File: config.mk
export PLATFORM = sky130hd
export DESIGN_NAME = isr_status
export DESIGN_NICKNAME = d
export VERILOG_FILES = /design/src/verilog/isr_pkg.sv /design/src/verilog/isr_group.sv /design/src/verilog/isr_status.sv
export VERILOG_INCLUDE_DIRS = /design/src /design/src/verilog
export SDC_FILE = /design/constraint.sdc
export NUM_CORES = 1
export LEC_CHECK = 0
export ABC_AREA = 1
export BUFFER_PORTS_ARGS = -buffer_cell sky130_fd_sc_hd__buf_2
export CAP_MARGIN = 40
export CORE_AREA = 4 4 110 112
export CTS_BUF_LIST = sky130_fd_sc_hd__clkbuf_8
export CTS_CLUSTER_DIAMETER = 40
export CTS_CLUSTER_SIZE = 40
export DETAILED_ROUTE_END_ITERATION = 8
export DIE_AREA = 0 0 114 116
export GPL_TIMING_DRIVEN = 0
export PLACE_DENSITY = 0.7
export SYNTH_ARGS = -nofsm -noshare
export SYNTH_HDL_FRONTEND = slang
export SYNTH_SLANG_ARGS = --single-unit
File: constraint.sdc
create_clock -name mclk_i -period 1.1 [get_ports mclk_i]
set_clock_uncertainty 0.05 [all_clocks]
set_input_delay 0.055 -clock mclk_i [delete_from_list [all_inputs] [get_ports mclk_i]]
set_output_delay 0.055 -clock mclk_i [all_outputs]
set_load 0.02 [all_outputs]
File: src/verilog/isr_cfg.svh
// constants for the instrument status reporting block
`ifndef ISR_CFG_SVH
`define ISR_CFG_SVH

`define ISR_WORD_W 16
`define ISR_ZERO_WORD 16'h0000
`define ISR_ONES_WORD 16'hffff

// questionable group bit positions
`define ISR_Q_OVERVOLTAGE_BIT 0
`define ISR_Q_OVERTEMP_BIT 4
`define ISR_Q_REMOTE_BIT 10
`define ISR_Q_DC_ON_BIT 11
`define ISR_Q_POWER_FAIL_BIT 13
`define ISR_Q_IMPL_MASK 16'h7fff

// operation group bit positions
`define ISR_O_VOLT_BIT 8
`define ISR_O_CURR_BIT 9
`define ISR_O_POWER_BIT 10
`define ISR_O_IMPL_MASK 16'h0f00

// status summary byte layout
`define ISR_SB_W 8
`define ISR_SB_ERR_BIT 2
`define ISR_SB_QUES_BIT 3
`define ISR_SB_ESR_BIT 5
`define ISR_SB_OPER_BIT 7
`define ISR_ESR_W 8
`define ISR_ESR_KEEP_MASK 8'h01
`define ISR_ESR_RESET 8'h00

// error codes returned by the error query
`define ISR_ERR_NONE 16'h0000
`define ISR_ERR_SAFETY_OV 16'hfc19

`endif

File: src/verilog/isr_pkg.sv
// types shared by the instrument status reporting block
package isr_pkg;

	typedef enum logic [3:0] {
		ISR_QUES_COND,
		ISR_QUES_EVENT,
		ISR_QUES_PLAIN,
		ISR_QUES_EN_RD,
		ISR_QUES_EN_WR,
		ISR_OPER_COND,
		ISR_OPER_EVENT,
		ISR_OPER_PLAIN,
		ISR_OPER_EN_RD,
		ISR_OPER_EN_WR,
		ISR_ERR_QUERY,
		ISR_CLEAR_STATUS,
		ISR_SUMMARY_RD,
		ISR_ESR_RD
	} isr_cmd_t;

endpackage

File: src/verilog/isr_group.sv
// one status group: rising-edge event latch, enable mask and summary
`timescale 1ns/1ps
`include "isr_cfg.svh"

module isr_group #(
	parameter int WIDTH = `ISR_WORD_W,
	parameter logic [WIDTH-1:0] IMPL = `ISR_ONES_WORD,
	parameter bit GATE_EVENT = 1'b0
) (
	input wire logic mclk_i,
	input wire logic rstn_i,
	input wire logic [WIDTH-1:0] cond_i,
	input wire logic en_wr_i,
	input wire logic [WIDTH-1:0] en_wdata_i,
	input wire logic evt_clr_i,
	output logic [WIDTH-1:0] evt_o,
	output logic [WIDTH-1:0] en_o,
	output logic summary_o
);

	logic [WIDTH-1:0] prev_r;
	logic [WIDTH-1:0] evt_r;
	logic [WIDTH-1:0] evt_nxt;
	logic [WIDTH-1:0] en_r;
	logic [WIDTH-1:0] rise;
	logic [WIDTH-1:0] gate;

	generate
		if (WIDTH < 1 || IMPL == '0)
		begin : g_bad
			$error("isr_group: empty group");
		end
	endgenerate

	always_ff @(posedge mclk_i or negedge rstn_i)
	begin
		if (!rstn_i)
			prev_r <= '0;
		else
			prev_r <= cond_i;
	end

	assign rise = cond_i & ~prev_r;
	assign gate = GATE_EVENT ? en_r : IMPL;

	// a rise in the clearing cycle survives the clear
	always_comb
	begin
		evt_nxt = evt_r;
		if (evt_clr_i)
			evt_nxt = '0;
		evt_nxt = evt_nxt | (rise & gate & IMPL);
	end

	always_ff @(posedge mclk_i or negedge rstn_i)
	begin
		if (!rstn_i)
			evt_r <= '0;
		else
			evt_r <= evt_nxt;
	end

	always_ff @(posedge mclk_i or negedge rstn_i)
	begin
		if (!rstn_i)
			en_r <= IMPL;
		else if (en_wr_i)
			en_r <= en_wdata_i & IMPL;
	end

	assign evt_o = evt_r;
	assign en_o = en_r;
	assign summary_o = |(evt_r & en_r);

endmodule

File: src/verilog/isr_status.sv
// status reporting core: alarm holding, query decode and summary byte
`timescale 1ns/1ps
`include "isr_cfg.svh"

// Overview of operation
// - condition bits follow the live device status inputs directly, except the held alarm bits 0, 4 and 13
// - alarms such as overvoltage appear in condition and event views
// - error query acknowledges alarms; bit clears only once cause is gone
// - safety overvoltage sets power fail bit 13 and overvoltage bit 0
// - safety overvoltage puts unerasable code; only power cycle clears it
// - every group view reads as a 16-bit unsigned value
// - plain questionable query returns event view; explicit forms exist
// - condition view is an unlatched snapshot of current bits
// - questionable bit 10 is remote control, bit 11 is dc on
// - questionable enable is read/write mask toward the summary byte
// - questionable enable resets with all implemented bits set
// - operation enable gates event latching and the operation summary
// - operation enable resets with all implemented bits set
// - plain operation query equals the operation event query
// - operation bit 8 is constant voltage; 1792 passes the three mode bits
// - event views latch only rising condition transitions
// - summary byte bit 3 is questionable, bit 7 is operation
// - clear status empties errors but the safety code, group event views, event register but bit 0
module isr_status #(
	parameter logic [15:0] QUES_IMPL = `ISR_Q_IMPL_MASK,
	parameter logic [15:0] OPER_IMPL = `ISR_O_IMPL_MASK
) (
	input wire logic mclk_i,
	input wire logic rstn_i,
	input wire logic cmd_valid_i,
	input wire isr_pkg::isr_cmd_t cmd_code_i,
	input wire logic [15:0] cmd_wdata_i,
	input wire logic [15:0] ques_live_i,
	input wire logic [15:0] oper_live_i,
	input wire logic overvoltage_alarm_i,
	input wire logic overtemperature_alarm_i,
	input wire logic power_fail_alarm_i,
	input wire logic safety_overvoltage_alarm_i,
	input wire logic remote_active_i,
	input wire logic dc_on_i,
	input wire logic constant_voltage_mode_i,
	input wire logic constant_current_mode_i,
	input wire logic constant_power_mode_i,
	input wire logic err_push_i,
	input wire logic [15:0] err_code_i,
	input wire logic [7:0] esr_set_i,
	output logic rsp_valid_o,
	output logic [15:0] rsp_data_o,
	output logic [7:0] status_summary_byte_o
);

	localparam logic [15:0] QALARM_MASK =
		(16'h0001 << `ISR_Q_OVERVOLTAGE_BIT) |
		(16'h0001 << `ISR_Q_OVERTEMP_BIT) |
		(16'h0001 << `ISR_Q_POWER_FAIL_BIT) |
		(16'h0001 << `ISR_Q_REMOTE_BIT) |
		(16'h0001 << `ISR_Q_DC_ON_BIT);
	localparam logic [15:0] OMODE_MASK =
		(16'h0001 << `ISR_O_VOLT_BIT) |
		(16'h0001 << `ISR_O_CURR_BIT) |
		(16'h0001 << `ISR_O_POWER_BIT);

	generate
		if ((QUES_IMPL & QALARM_MASK) != QALARM_MASK ||
			(OPER_IMPL & OMODE_MASK) != OMODE_MASK)
		begin : g_bad
			$error("isr_status: fixed status bits not implemented");
		end
	endgenerate

	logic cmd_ques_cond;
	logic cmd_ques_evt;
	logic cmd_ques_en_wr;
	logic cmd_oper_cond;
	logic cmd_oper_evt;
	logic cmd_oper_en_wr;
	logic cmd_err_query;
	logic cmd_clear;

	logic ovolt_r;
	logic ovolt_nxt;
	logic otp_r;
	logic otp_nxt;
	logic pfail_r;
	logic pfail_nxt;
	logic safety_ov_r;
	logic err_pend_r;
	logic [15:0] err_code_r;
	logic [7:0] esr_r;
	logic [7:0] esr_nxt;

	logic [15:0] ques_cond;
	logic [15:0] oper_cond;
	logic [15:0] ques_evt;
	logic [15:0] ques_en;
	logic [15:0] oper_evt;
	logic [15:0] oper_en;
	logic ques_sum;
	logic oper_sum;
	logic [7:0] sum_byte;
	logic [15:0] rsp_nxt;
	logic [15:0] err_word;

	assign cmd_ques_cond = cmd_valid_i &&
		cmd_code_i == isr_pkg::ISR_QUES_COND;
	assign cmd_ques_evt = cmd_valid_i &&
		(cmd_code_i == isr_pkg::ISR_QUES_EVENT ||
		cmd_code_i == isr_pkg::ISR_QUES_PLAIN);
	assign cmd_ques_en_wr = cmd_valid_i &&
		cmd_code_i == isr_pkg::ISR_QUES_EN_WR;
	assign cmd_oper_cond = cmd_valid_i &&
		cmd_code_i == isr_pkg::ISR_OPER_COND;
	assign cmd_oper_evt = cmd_valid_i &&
		(cmd_code_i == isr_pkg::ISR_OPER_EVENT ||
		cmd_code_i == isr_pkg::ISR_OPER_PLAIN);
	assign cmd_oper_en_wr = cmd_valid_i &&
		cmd_code_i == isr_pkg::ISR_OPER_EN_WR;
	assign cmd_err_query = cmd_valid_i &&
		cmd_code_i == isr_pkg::ISR_ERR_QUERY;
	assign cmd_clear = cmd_valid_i &&
		cmd_code_i == isr_pkg::ISR_CLEAR_STATUS;

	// alarm bits hold until acknowledged; a live cause always wins the ack
	always_comb
	begin
		ovolt_nxt = ovolt_r;
		otp_nxt = otp_r;
		pfail_nxt = pfail_r;
		if (cmd_err_query)
		begin
			ovolt_nxt = 1'b0;
			otp_nxt = 1'b0;
			pfail_nxt = 1'b0;
		end
		// safety overvoltage pins both bits until the power-on reset clears its latch
		if (overvoltage_alarm_i || safety_overvoltage_alarm_i || safety_ov_r)
			ovolt_nxt = 1'b1;
		if (power_fail_alarm_i || safety_overvoltage_alarm_i || safety_ov_r)
			pfail_nxt = 1'b1;
		if (overtemperature_alarm_i)
			otp_nxt = 1'b1;
	end

	always_ff @(posedge mclk_i or negedge rstn_i)
	begin
		if (!rstn_i)
		begin
			ovolt_r <= 1'b0;
			otp_r <= 1'b0;
			pfail_r <= 1'b0;
		end
		else
		begin
			ovolt_r <= ovolt_nxt;
			otp_r <= otp_nxt;
			pfail_r <= pfail_nxt;
		end
	end

	// no command path clears this; only the power-on reset does
	always_ff @(posedge mclk_i or negedge rstn_i)
	begin
		if (!rstn_i)
			safety_ov_r <= 1'b0;
		else if (safety_overvoltage_alarm_i)
			safety_ov_r <= 1'b1;
	end

	// single-entry error store; the full queue lives outside this block
	always_ff @(posedge mclk_i or negedge rstn_i)
	begin
		if (!rstn_i)
			err_pend_r <= 1'b0;
		else if (err_push_i)
			err_pend_r <= 1'b1;
		else if (cmd_err_query || cmd_clear)
			err_pend_r <= 1'b0;
	end

	always_ff @(posedge mclk_i or negedge rstn_i)
	begin
		if (!rstn_i)
			err_code_r <= `ISR_ERR_NONE;
		else if (err_push_i)
			err_code_r <= err_code_i;
	end

	always_comb
	begin
		esr_nxt = esr_r;
		if (cmd_clear)
			esr_nxt = esr_r & `ISR_ESR_KEEP_MASK;
		esr_nxt = esr_nxt | esr_set_i;
	end

	always_ff @(posedge mclk_i or negedge rstn_i)
	begin
		if (!rstn_i)
			esr_r <= `ISR_ESR_RESET;
		else
			esr_r <= esr_nxt;
	end

	// condition views: plain wires, so a read is a live snapshot
	always_comb
	begin
		ques_cond = ques_live_i & ~QALARM_MASK;
		ques_cond[`ISR_Q_OVERVOLTAGE_BIT] = ovolt_r;
		ques_cond[`ISR_Q_OVERTEMP_BIT] = otp_r;
		ques_cond[`ISR_Q_POWER_FAIL_BIT] = pfail_r;
		ques_cond[`ISR_Q_REMOTE_BIT] = remote_active_i;
		ques_cond[`ISR_Q_DC_ON_BIT] = dc_on_i;
		ques_cond = ques_cond & QUES_IMPL;
	end

	always_comb
	begin
		oper_cond = oper_live_i & ~OMODE_MASK;
		oper_cond[`ISR_O_VOLT_BIT] = constant_voltage_mode_i;
		oper_cond[`ISR_O_CURR_BIT] = constant_current_mode_i;
		oper_cond[`ISR_O_POWER_BIT] = constant_power_mode_i;
		oper_cond = oper_cond & OPER_IMPL;
	end

	// questionable mask only filters the summary, events latch regardless
	isr_group #(
		.WIDTH(`ISR_WORD_W),
		.IMPL(QUES_IMPL),
		.GATE_EVENT(1'b0)
	) u_ques (
		.mclk_i(mclk_i),
		.rstn_i(rstn_i),
		.cond_i(ques_cond),
		.en_wr_i(cmd_ques_en_wr),
		.en_wdata_i(cmd_wdata_i),
		.evt_clr_i(cmd_ques_evt || cmd_clear),
		.evt_o(ques_evt),
		.en_o(ques_en),
		.summary_o(ques_sum)
	);

	isr_group #(
		.WIDTH(`ISR_WORD_W),
		.IMPL(OPER_IMPL),
		.GATE_EVENT(1'b1)
	) u_oper (
		.mclk_i(mclk_i),
		.rstn_i(rstn_i),
		.cond_i(oper_cond),
		.en_wr_i(cmd_oper_en_wr),
		.en_wdata_i(cmd_wdata_i),
		.evt_clr_i(cmd_oper_evt || cmd_clear),
		.evt_o(oper_evt),
		.en_o(oper_en),
		.summary_o(oper_sum)
	);

	always_comb
	begin
		sum_byte = '0;
		sum_byte[`ISR_SB_ERR_BIT] = err_pend_r | safety_ov_r;
		sum_byte[`ISR_SB_QUES_BIT] = ques_sum;
		sum_byte[`ISR_SB_ESR_BIT] = |esr_r;
		sum_byte[`ISR_SB_OPER_BIT] = oper_sum;
	end

	always_comb
	begin
		if (safety_ov_r)
			err_word = `ISR_ERR_SAFETY_OV;
		else if (err_pend_r)
			err_word = err_code_r;
		else
			err_word = `ISR_ERR_NONE;
	end

	always_comb
	begin
		rsp_nxt = `ISR_ZERO_WORD;
		unique case (cmd_code_i)
			isr_pkg::ISR_QUES_COND: rsp_nxt = ques_cond;
			isr_pkg::ISR_QUES_EVENT: rsp_nxt = ques_evt;
			isr_pkg::ISR_QUES_PLAIN: rsp_nxt = ques_evt;
			isr_pkg::ISR_QUES_EN_RD: rsp_nxt = ques_en;
			isr_pkg::ISR_QUES_EN_WR: rsp_nxt = `ISR_ZERO_WORD;
			isr_pkg::ISR_OPER_COND: rsp_nxt = oper_cond;
			isr_pkg::ISR_OPER_EVENT: rsp_nxt = oper_evt;
			isr_pkg::ISR_OPER_PLAIN: rsp_nxt = oper_evt;
			isr_pkg::ISR_OPER_EN_RD: rsp_nxt = oper_en;
			isr_pkg::ISR_OPER_EN_WR: rsp_nxt = `ISR_ZERO_WORD;
			isr_pkg::ISR_ERR_QUERY: rsp_nxt = err_word;
			isr_pkg::ISR_CLEAR_STATUS: rsp_nxt = `ISR_ZERO_WORD;
			isr_pkg::ISR_SUMMARY_RD: rsp_nxt = {8'h00, sum_byte};
			isr_pkg::ISR_ESR_RD: rsp_nxt = {8'h00, esr_r};
			default: rsp_nxt = `ISR_ZERO_WORD;
		endcase
	end

	always_ff @(posedge mclk_i or negedge rstn_i)
	begin
		if (!rstn_i)
			rsp_valid_o <= 1'b0;
		else
			rsp_valid_o <= cmd_valid_i;
	end

	// the 16-bit word is the whole answer; ascii formatting is upstream
	always_ff @(posedge mclk_i or negedge rstn_i)
	begin
		if (!rstn_i)
			rsp_data_o <= `ISR_ZERO_WORD;
		else if (cmd_valid_i)
			rsp_data_o <= rsp_nxt;
	end

	always_ff @(posedge mclk_i or negedge rstn_i)
	begin
		if (!rstn_i)
			status_summary_byte_o <= '0;
		else
			status_summary_byte_o <= sum_byte;
	end

	a_rsp_follows_cmd: assert property (
		@(posedge mclk_i) disable iff (!rstn_i)
		cmd_valid_i |=> rsp_valid_o ##1 (rsp_valid_o == $past(cmd_valid_i))
	) else $error("answer not one cycle after command");

	a_ques_plain_event: assert property (
		@(posedge mclk_i) disable iff (!rstn_i)
		cmd_valid_i && cmd_code_i == isr_pkg::ISR_QUES_PLAIN
		|=> rsp_valid_o && rsp_data_o == $past(ques_evt)
	) else $error("plain questionable query is not the event view");

	a_oper_plain_event: assert property (
		@(posedge mclk_i) disable iff (!rstn_i)
		cmd_valid_i && cmd_code_i == isr_pkg::ISR_OPER_PLAIN
		|=> rsp_data_o == $past(oper_evt)
	) else $error("plain operation query is not the event view");

	a_cond_snapshot: assert property (
		@(posedge mclk_i) disable iff (!rstn_i)
		cmd_valid_i && cmd_code_i == isr_pkg::ISR_OPER_COND
		|=> rsp_data_o == $past(oper_cond) &&
			rsp_data_o[`ISR_O_VOLT_BIT] == $past(constant_voltage_mode_i)
	) else $error("condition read is not the live state");

	// the condition bit rises one edge after the cause, the event one later
	a_alarm_held: assert property (
		@(posedge mclk_i) disable iff (!rstn_i)
		overvoltage_alarm_i && !ovolt_r
		|=> ques_cond[`ISR_Q_OVERVOLTAGE_BIT]
			##1 ques_evt[`ISR_Q_OVERVOLTAGE_BIT]
	) else $error("overvoltage not flagged");

	a_ack_clears_alarm: assert property (
		@(posedge mclk_i) disable iff (!rstn_i)
		cmd_err_query && !overvoltage_alarm_i &&
		!safety_overvoltage_alarm_i && !safety_ov_r |=> !ovolt_r
	) else $error("acknowledged alarm not cleared");

	a_ack_keeps_live: assert property (
		@(posedge mclk_i) disable iff (!rstn_i)
		cmd_err_query && power_fail_alarm_i |=> pfail_r
	) else $error("alarm with live cause was cleared");

	a_safety_both_bits: assert property (
		@(posedge mclk_i) disable iff (!rstn_i)
		safety_overvoltage_alarm_i |=> ovolt_r && pfail_r && safety_ov_r
			##1 safety_ov_r && ovolt_r && pfail_r
	) else $error("safety overvoltage bits not set together");

	a_safety_unerasable: assert property (
		@(posedge mclk_i) disable iff (!rstn_i)
		safety_ov_r && cmd_err_query |=> safety_ov_r &&
			rsp_data_o == `ISR_ERR_SAFETY_OV
	) else $error("safety overvoltage code lost");

	a_oper_gate_event: assert property (
		@(posedge mclk_i) disable iff (!rstn_i)
		1'b1 |=> ((oper_evt & ~$past(oper_evt)) & ~$past(oper_en)) == '0
	) else $error("masked operation bit latched");

	a_en_write: assert property (
		@(posedge mclk_i) disable iff (!rstn_i)
		cmd_oper_en_wr |=> oper_en == ($past(cmd_wdata_i) & OPER_IMPL)
	) else $error("operation enable write lost");

	a_summary_bits: assert property (
		@(posedge mclk_i) disable iff (!rstn_i)
		1'b1 |=> status_summary_byte_o[`ISR_SB_QUES_BIT] ==
			$past(|(ques_evt & ques_en)) &&
			status_summary_byte_o[`ISR_SB_OPER_BIT] ==
			$past(|(oper_evt & oper_en))
	) else $error("summary byte disagrees with groups");

	a_clear_keeps_bit0: assert property (
		@(posedge mclk_i) disable iff (!rstn_i)
		cmd_clear && esr_set_i == '0 |=>
			esr_r == ($past(esr_r) & `ISR_ESR_KEEP_MASK)
	) else $error("clear status handled event register wrongly");

	// only a rise seen in the clearing cycle may survive the read
	a_event_read_clear: assert property (
		@(posedge mclk_i) disable iff (!rstn_i)
		cmd_ques_evt |=> (ques_evt & ~($past(ques_cond) &
			~$past(ques_cond, 2))) == '0
	) else $error("event view not cleared by read");

endmodule

# ---- After elaboration in Yosys (flattened, before gate mapping)
# Cells that the tools add are included.
dict set report totals {
  register_bits 120
  latchBits 0
  mem_bits_rw 0
  rom_bits 0
  in_bits 89
  out_inout_bits 25
  word_cells 77
  n_memories 0
}
dict set report classes {
  add_sub_neg 0
  mul 0
  n_div 0
  order_cmp 0
  n_eq_ne 13
  shifts 0
  mux 12
  bitwise 11
  n_reduce_logical 25
}
# cell n
set op_table {}
lappend op_table {{one-hot mux 16 bit (9 select lines)} 1}
lappend op_table {{two-way mux 16 bit} 4}
lappend op_table {{OR reduction 16 bit} 2}
lappend op_table {{AND 12 bit} 2}
lappend op_table {{== test 4 bit, second input constant} 6}
lappend op_table {{AND 16 x 12 -> 16 bit} 1}
lappend op_table {{AND 16 x 15 -> 16 bit} 1}
lappend op_table {{== test 4 x 3 -> 1 bit, second input constant} 4}
lappend op_table {{bitwise OR 16 x 12 -> 16 bit} 1}
lappend op_table {{bitwise OR 16 x 15 -> 16 bit} 1}
lappend op_table {{AND 15 bit} 1}
lappend op_table {{inverter 15 bit} 1}
lappend op_table {{inverter 12 bit} 1}
lappend op_table {{logical OR 1 bit} 9}
lappend op_table {{== test 4 x 2 -> 1 bit, second input constant} 2}
lappend op_table {{two-way mux 8 bit} 1}
lappend op_table {{bitwise OR 8 bit} 1}
lappend op_table {{nonzero test 2 bit} 4}
lappend op_table {{OR reduction 8 bit} 1}
lappend op_table {{logical AND 1 bit} 6}
lappend op_table {{two-way mux 1 bit} 6}
lappend op_table {{== test 4 x 1 -> 1 bit, second input constant} 1}
lappend op_table {{zero test 4 bit} 1}
lappend op_table {{OR reduction 2 bit} 2}
lappend op_table {{bitwise OR 1 bit} 1}

# ---- Logic depth before layout (Yosys ltp)
# Gate-level depths: netlist of the first run.
dict set report depth {
  word_depth 6
  depth_mapped 10
  depth_no_buf 9
}

# ---- Cells and area by module
# From an unflattened synthesis of the first run, not the netlist that was laid out.
dict set report hier_totals {
  hier_cells 650
  area_unflattened_um2 5388.9
}
# module n_inst cells_per_inst area_each_um2 seq_area_each_um2
set modules_own_cells {}
lappend modules_own_cells {isr_status 1 431 3004.1 1251.2}
lappend modules_own_cells {{isr_group (u_ques)} 1 145 1741.7 1144.8}
lappend modules_own_cells {{isr_group (u_oper)} 1 74 643.1 305.3}

# ---- Worst setup path after synthesis of the first run
# OpenSTA, ideal clock, no wires.
dict set report synth_path {
  path_kind {reg2reg}
  from {register err_pend_r}
  to {register rsp_data_o[1]}
  setup_ns 0.065
  arrival_time_ns 1.072
  required_time_ns 0.985
  path_slack_ns -0.087
  stages_incl_launch_ff 8
  path_buffers 1
  period_less_slack_ns 1.187
  path_cell_list {dfrtp_1 > clkbuf_1 > nand2_1 > nor2_1 > a21oi_1 > nand3_1 > nand2_1 > nand2_1}
}
dict set report synth_via {
  elab_chain_len 3
}
# element line
set synth_lines {}
lappend synth_lines {{start: declaration} isr_status.sv:87} ;# logic err_pend_r;
lappend synth_lines {{start signal: assignment} isr_status.sv:173} ;# err_pend_r <= 1'b0;
lappend synth_lines {{start signal: assignment} isr_status.sv:175} ;# err_pend_r <= 1'b1;
lappend synth_lines {{start signal: assignment} isr_status.sv:177} ;# err_pend_r <= 1'b0;
lappend synth_lines {{two-way mux 16 bit} isr_status.sv:271} ;# else if (err_pend_r)
lappend synth_lines {{two-way mux 16 bit} isr_status.sv:269} ;# if (safety_ov_r)
lappend synth_lines {{one-hot mux 16 bit (9 select lines)} isr_status.sv:280} ;# unique case (cmd_code_i)
lappend synth_lines {{end signal: assignment} isr_status.sv:311} ;# rsp_data_o <= `ISR_ZERO_WORD;
lappend synth_lines {{end signal: assignment} isr_status.sv:313} ;# rsp_data_o <= rsp_nxt;
lappend synth_lines {{end: declaration} isr_status.sv:48} ;# output logic [15:0] rsp_data_o,
# Every way passes these cells.
# A chain may end at the register's enable or synchronous reset.

# ---- Worst setup path in the final report of the first run
dict set report layout_path {
  from {register safety_ov_r}
  to {register rsp_data_o[9]}
}
dict set report layout_via {
  elab_chain_len 2
}
# element line
set layout_lines {}
lappend layout_lines {{start: declaration} isr_status.sv:86} ;# logic safety_ov_r;
lappend layout_lines {{start signal: assignment} isr_status.sv:164} ;# safety_ov_r <= 1'b0;
lappend layout_lines {{start signal: assignment} isr_status.sv:166} ;# safety_ov_r <= 1'b1;
lappend layout_lines {{two-way mux 16 bit} isr_status.sv:269}
lappend layout_lines {{one-hot mux 16 bit (9 select lines)} isr_status.sv:280}
# Every way passes these cells.

==> results of run 1 <==
power by group through the flow:
| stage | clock network (mW) | logic (mW) | registers, mW |
|---|---|---|---|
| after detailed placement | 0 | 1.48 | 4.88 |
| after global routing | 2.93 | 1.93 | 4.89 |
| after global placement | 0 | 1.43 | 4.87 |
| final | 2.70 | 1.72 | 4.84 |
| after CTS | 2.77 | 1.68 | 4.82 |
| after floorplan | 0 | 0.850 | 4.89 |
cells in the mapped netlist (2+ instances only):
master      n
a21o_1      3
a21oi_1    11
buf_4       5
buf_6       4
clkbuf_1    4
clkbuf_8    2
dfrtp_1    88
dfstp_2    19
inv_1      63
inv_2       2
mux2_2      7
mux2_4      6
nand2_1   183
nand2_2     4
nand3_1    14
nand4_1     4
nor2_1     48
nor2_4      3
o211ai_1    3
o21ai_0    31
o21ai_1     6
o21bai_1    5
o22ai_1     5
o22ai_2    10
o31ai_1     4
or2_2       2
what timing repair did:
item	CTS	global route
cloned	0	0
buffers inserted	1	12
resized for setup	34	38
pin swaps	13	28
endpoints found under the setup margin	18	74
hold buffers	62	0
endpoints found under the hold margin	123	0
path summary, 6_finish.rpt:
check / start / cells after the start / slack [ns] / end
setup / recovery: safety_ov_r / 8 / -0.24 / rsp_data_o[9]
hold / removal: cmd_valid_i / 4 / 0.03 / rsp_data_o[14]
setup reg to reg: safety_ov_r / 8 / -0.24 / rsp_data_o[9]
hold reg to reg: pfail_r / 0 / 0.34 / u_ques.prev_r[13]
max in group asynchronous: rstn_i / 3 / 0.19 / u_ques.en_o[3]
min in group asynchronous: rstn_i / 2 / 0.12 / u_ques.evt_o[1]
metal layers:
layer	wire length, um	share of wire (%)
met5	0	0
met4	341	2.5
met3	657	4.8
met2	6760	50
met1	5860	43
sequential cells by signal (all words and copies together), names as in the netlist, 8 cells and up:
register / flops
rsp_data_o: 16
u_ques.en_o: 15
err_code_r: 16
esr_r: 8
u_ques.prev_r: 15
u_ques.evt_o: 15
kinds of logic (layout without fill, tap and decap cells):
logic type / count (synthesis) / count (layout) / share of synthesized area, %
other: 1 / 4 / 0.0767
DFF: 107 / 107 / 55.2
muxes: 13 / 13 / 3.45
and+or+nand+nor: 264 / 264 / 22.6
buffers and inverters: 82 / 260 / 7.95
AOI/OAI and AO/OA: 79 / 79 / 10.7
cell type report:
cell class,count,area [um^2]
inverter,65,262
sequential,107,2700
tap,143,179
clock buffer,10,138
clock inverter,6,87.6
buffer,16,158
timing repair buffer,163,1220
multi-input combinational,360,1990
fill,936,4490
through the flow:
step / util, % / std cells
2_1_floorplan: - / 549
3_3_place_gp: 49.2 / 779
3_5_place_dp: 49.5 / 780
4_1_cts: 58.1 / 859
5_1_grt: 60.0 / 870
6_report: 60.0 / 870
worst min-delay path, delay by kind of cell:
kind | cells | cell delay [ns]
AND/OR/NAND/NOR | 1 | 0.05
AO/OA/AOI/OAI | 1 | 0.08
buffers and inverters | 2 | 0.25
==> flow_metrics.tcl, run 1 <==
set metrics [dict create \
    avgSynthCellArea_um2 8.96 \
    synth_warnings 0 \
    hold_path_class "in -> reg" \
    fin_crit_ns 1.34 \
    synthArstFlopShare_pct 100 \
    ys_ff_latch 107 \
    arrival_ns 1.58 \
    grt_use_met1_pct 27.1 \
    viasPerCell 4.95 \
    grt_pass1_vias 4494 \
    place_area_um2 5560 \
    grt.met2_usage_pct 36.1 \
    ioPinCount 114 \
    slowest_stage "dfrtp_2" \
    clkPwrFrac_pct 29.1 \
    cp_data_required_time_ns 1.34 \
    drc 0 \
    cts_max_level 3 \
    finalPower_mw 9.26 \
    die_area_um2 13200 \
    pwr-share-comb_pct 18.6 \
    hpwl_mm 9.50 \
    yosysTopAreaCell "dfrtp_1" \
    wirelength_mm 13.6 \
    layout-drive-gt1-share_pct 31.4 \
    finalSetupViolCount 18 \
    cpMostUsedCell "nand2_1" \
    syn2layout_area_growth_pct 37.7 \
    io_buffer_count 87 \
    violations "negative setup slack" \
    final_common_cell "nand2_1" \
    met3_usage_pct 5.17 \
    antenna_found_initial 0 \
    path_cells "clkinv_4 -> nand2_8 -> buf_12 -> nor3_4 -> nor2_2 -> nand3_1 -> nand2_1 -> nand2_1" \
    synthTopCellsByArea "dfrtp_1 45%, nand2_1 14%, dfstp_2 10%, inv_1 4.8%, nor2_1 3.7%" \
    period_share_pct 122 \
    grt_setup_unrepaired "true" \
    path_clk_slew_ns 0.10 \
    setup_slack_ns -0.239 \
    die_h_um 116 \
    drt_pass1_iterations 5 \
    p_leak_nw 3.45 \
    rows 39 \
    synth-edff-count 0 \
    cpLargestDelayFamily "simple AND/OR/NAND/NOR gates" \
    syn-cell-area_um2 4890 \
    fp.coreArea_um2 11200 \
    fmax_mhz 747 \
    yosysTopAreaCellShare_pct 45.0 \
    dp_slack_ns -0.290 \
    synth_top_flop_cell "dfrtp_1" \
    switching_share_pct 28.4 \
    p_per_area_nw_per_um2 1370 \
    path_class "reg -> reg" \
    clock_latency_ns 0.39 \
    dr.first_iter.drc_count 191 \
    maxCapViolCount 0 \
    seq_area_frac_synth_pct 55.2 \
    setup_tns_ns -2.71 \
    drt.antenna.violating_nets 0 \
    vdd_drop_max_mv 0.874 \
    yosysUniqueCellTypes 36 \
    vias 4306 \
    clockBufferDepth 2 \
    cts.sinks 107 \
    die_w_um 114 \
    crit_path_start_kind "flip-flop" \
    hold_violations 0 \
    drv_slew 0 \
    grt_pass1_wl_mm 21.9 \
    cp_slowest_stage_delay_ns 0.46 \
    num-nets-final 811 \
    p_sw_mw 2.63 \
    busiest_layer "met2" \
    start_util_pct 43.6 \
    wire_per_inst_um 15.7 \
    clockRootBuffer "clkbuf_8" \
    path_buf_inv 2 \
    finalInstanceArea_um2 6740 \
    worst_hold_slack_ns 0.0272 \
    numCtsBuffers 9 \
    crit_path_end_kind "flip-flop" \
    cp_max_fo 6 \
    intPower_mw 6.63 \
    cts_tree "yes" \
    postSynthCellCount 546 \
    overflow 0 \
    status "finished with violations" \
    layout_common_cells "174 x nand2_1, 87 x dfrtp_1, 85 x buf_2, 62 x dlygate4sd3_1, 61 x inv_1" \
    num_antenna_cells 0 \
    grtUsageTotal_pct 21.4 \
    pwr-share-seq_pct 52.2 \
    grt_max_degree 65 \
    gp_congestion 0.904 \
]
(Power assumes the default switching activity.)
==> run 2, diff against run 1 <==
SETUP_SLACK_MARGIN = 0.3   (was unset)
==> run 2 against run 1 <==
The flow finishes with violations (negative hold slack, negative setup slack). Critical path depth down 1. Worst setup slack worse by 0.022 ns. Highest routed layer unchanged. Routed wire length up 4.8%. Combinational power up 35%. First-iteration DRC count up 31%. Maximum frequency down 1.6%. Sequential cell count unchanged. Critical endpoint is now rsp_data_o[7]. Sequential share of layout area down 2.9 points. Largest cell class unchanged. Via count up 3.5%.
==> flow_metrics.tcl, run 2 (same netlist as run 1, synthesis figures left out) <==
set metrics [dict create \
    dr.first_iter.drc_count 250 \
    wirelength_mm 14.3 \
    dp.cells 780 \
    numCtsBuffers 9 \
    io_buffer_count 87 \
    finalSetupViolCount 19 \
    grt_pass1_vias 4446 \
    die_w_um 114 \
    viasPerCell 4.94 \
    switching_share_pct 28.0 \
    num-nets-final 843 \
    drt_pass1_iterations 5 \
    fp.coreArea_um2 11200 \
    cpLargestDelayFamily "flip-flops" \
    start_util_pct 43.6 \
    drc 0 \
    p_sw_mw 2.83 \
    ioPinCount 114 \
    fillerInstances 913 \
    cts_max_level 3 \
    clock_latency_ns 0.38 \
    final_common_cell "nand2_1" \
    crit_path_end_kind "flip-flop" \
    overflow 0 \
    seq_area_um2 2700 \
    cp_max_fo 6 \
    syn2layout_area_growth_pct 48.5 \
    pwr-share-comb_pct 22.9 \
    antenna_found_initial 0 \
    grt_use_met1_pct 27.3 \
    finalInstanceArea_um2 7270 \
    cp_data_required_time_ns 1.33 \
    die_area_um2 13200 \
    gp_congestion 0.857 \
    fin_crit_ns 1.36 \
    hold_violations 47 \
    maxCapViolCount 0 \
    cts_tree "yes" \
    maxSlewHeadroom_pct 61.0 \
    place_area_um2 5610 \
    path_clk_slew_ns 0.10 \
    p_leak_nw 3.70 \
    reg.largest.list "err_code_r x16, rsp_data_o x16" \
    path_cells "clkinv_4 -> nand2_8 -> nor2_1 -> nand2_1 -> nand4_1 -> o21ai_1 -> nand2_1" \
    grt_pass1_wl_mm 22.2 \
    path_class "reg -> reg" \
    hpwl_mm 9.50 \
    clockRootBuffer "clkbuf_8" \
    status "finished with violations" \
    layout-drive-gt1-share_pct 38.3 \
    drv_slew 0 \
    setup_slack_ns -0.261 \
    met3_usage_pct 5.01 \
    worst_hold_slack_ns -0.383 \
    ctsHoldBuffers 60 \
    die_h_um 116 \
    drt.antenna.violating_nets 0 \
    hold_path_class "in -> async" \
    finalPower_mw 10.1 \
    grt_setup_unrepaired "true" \
    layout_common_cells "158 x nand2_1, 87 x dfrtp_1, 63 x buf_2, 59 x dlygate4sd3_1, 53 x inv_1" \
    grt.met2_usage_pct 36.5 \
    grtUsageTotal_pct 21.6 \
    clockBufferDepth 2 \
    stdcell_count 902 \
    fmax_mhz 735 \
    slowest_stage "dfrtp_2" \
    cp_slowest_stage_delay_ns 0.49 \
    cpMostUsedCell "nand2_1" \
    clkPwrFrac_pct 29.0 \
    busiest_layer "met2" \
    period_share_pct 124 \
    tightest_slew_ns 0.585 \
    wire_per_inst_um 15.8 \
    vias 4458 \
    num_antenna_cells 0 \
    vdd_drop_max_mv 0.812 \
    cts.sinks 107 \
    arrival_ns 1.59 \
    multi_input_area_um2 2060 \
    pwr-share-seq_pct 48.1 \
    crit_path_start_kind "flip-flop" \
    intPower_mw 7.29 \
    rows 39 \
    p_per_area_nw_per_um2 1390 \
    path_buf_inv 1 \
    grt_max_degree 64 \
    violations "negative hold slack, negative setup slack" \
]
run 2: final cells by class:
type / instances / share of cell area [%]
plain buffers: 17 / 2.46
inverters: 65 / 3.60
flip-flops and latches: 107 / 37.2
repair buffers: 194 / 22.5
well taps: 143 / 2.46
clock buffers: 10 / 1.89
clock inverters: 6 / 1.53
multi-input cells: 360 / 28.4
run 2: power by group through the flow:
stage / clock (mW) / sequential, mW / combinational [mW]
floorplan: 0 / 4.89 / 0.873
finish: 2.94 / 4.87 / 2.32
detailed placement: 0 / 4.88 / 1.51
CTS: 2.96 / 4.84 / 2.05
global route: 3.15 / 4.92 / 2.52
global placement: 0 / 4.87 / 1.46
run 2: routing by layer:
layer | part of all wire (%) | vias to the layer above
met5 | 0 | -
met1 | 42 | 2126
met4 | 2.8 | 0
met2 | 50 | 156
met3 | 6.0 | 38
li1 | - | 2138
run 2: worst paths after layout:
check	start	endpoint	slack (ns)	depth (start not counted)
worst max-delay path	safety_ov_r	rsp_data_o[7]	-0.26	7
worst max register to register	safety_ov_r	rsp_data_o[7]	-0.26	7
min in group mclk_i	safety_overvoltage_alarm_i	safety_ov_r	-0.16	2
max in group asynchronous	rstn_i	u_ques.en_o[3]	0.63	2
worst min register to register	otp_r	u_ques.prev_r[4]	0.33	0
worst min-delay path	rstn_i	rsp_valid_o	-0.38	1
run 2: through the flow:
step	hold slack (ns)	util [%]	worst slack [ns]	setup TNS [ns]
finish	-0.383	64.7	-0.261	-3.08
global route	-0.346	64.7	-0.321	-4.50
CTS	-0.362	61.7	-0.199	-3.02
detailed placement	0.0491	50.0	-0.329	-7.99
global placement	0.135	49.7	-1.22	-125.93
floorplan	-0.291	-	0.00940	0
run 2: worst register-to-register path: cells and delay by family (launching register included):
family,cells,cell delay [ns]
DFF,1,0.49
and+or+nand+nor,5,0.40
AOI/OAI and AO/OA,1,0.18
buffers and inverters,1,0.14
run 2: what timing repair did:
action,4_1_cts,5_1_grt
pin swaps,26,30
hold endpoints to repair,113,35
endpoints found under the setup margin,76,97
gates cloned,1,0
gates resized for setup,86,63
setup buffers,23,22
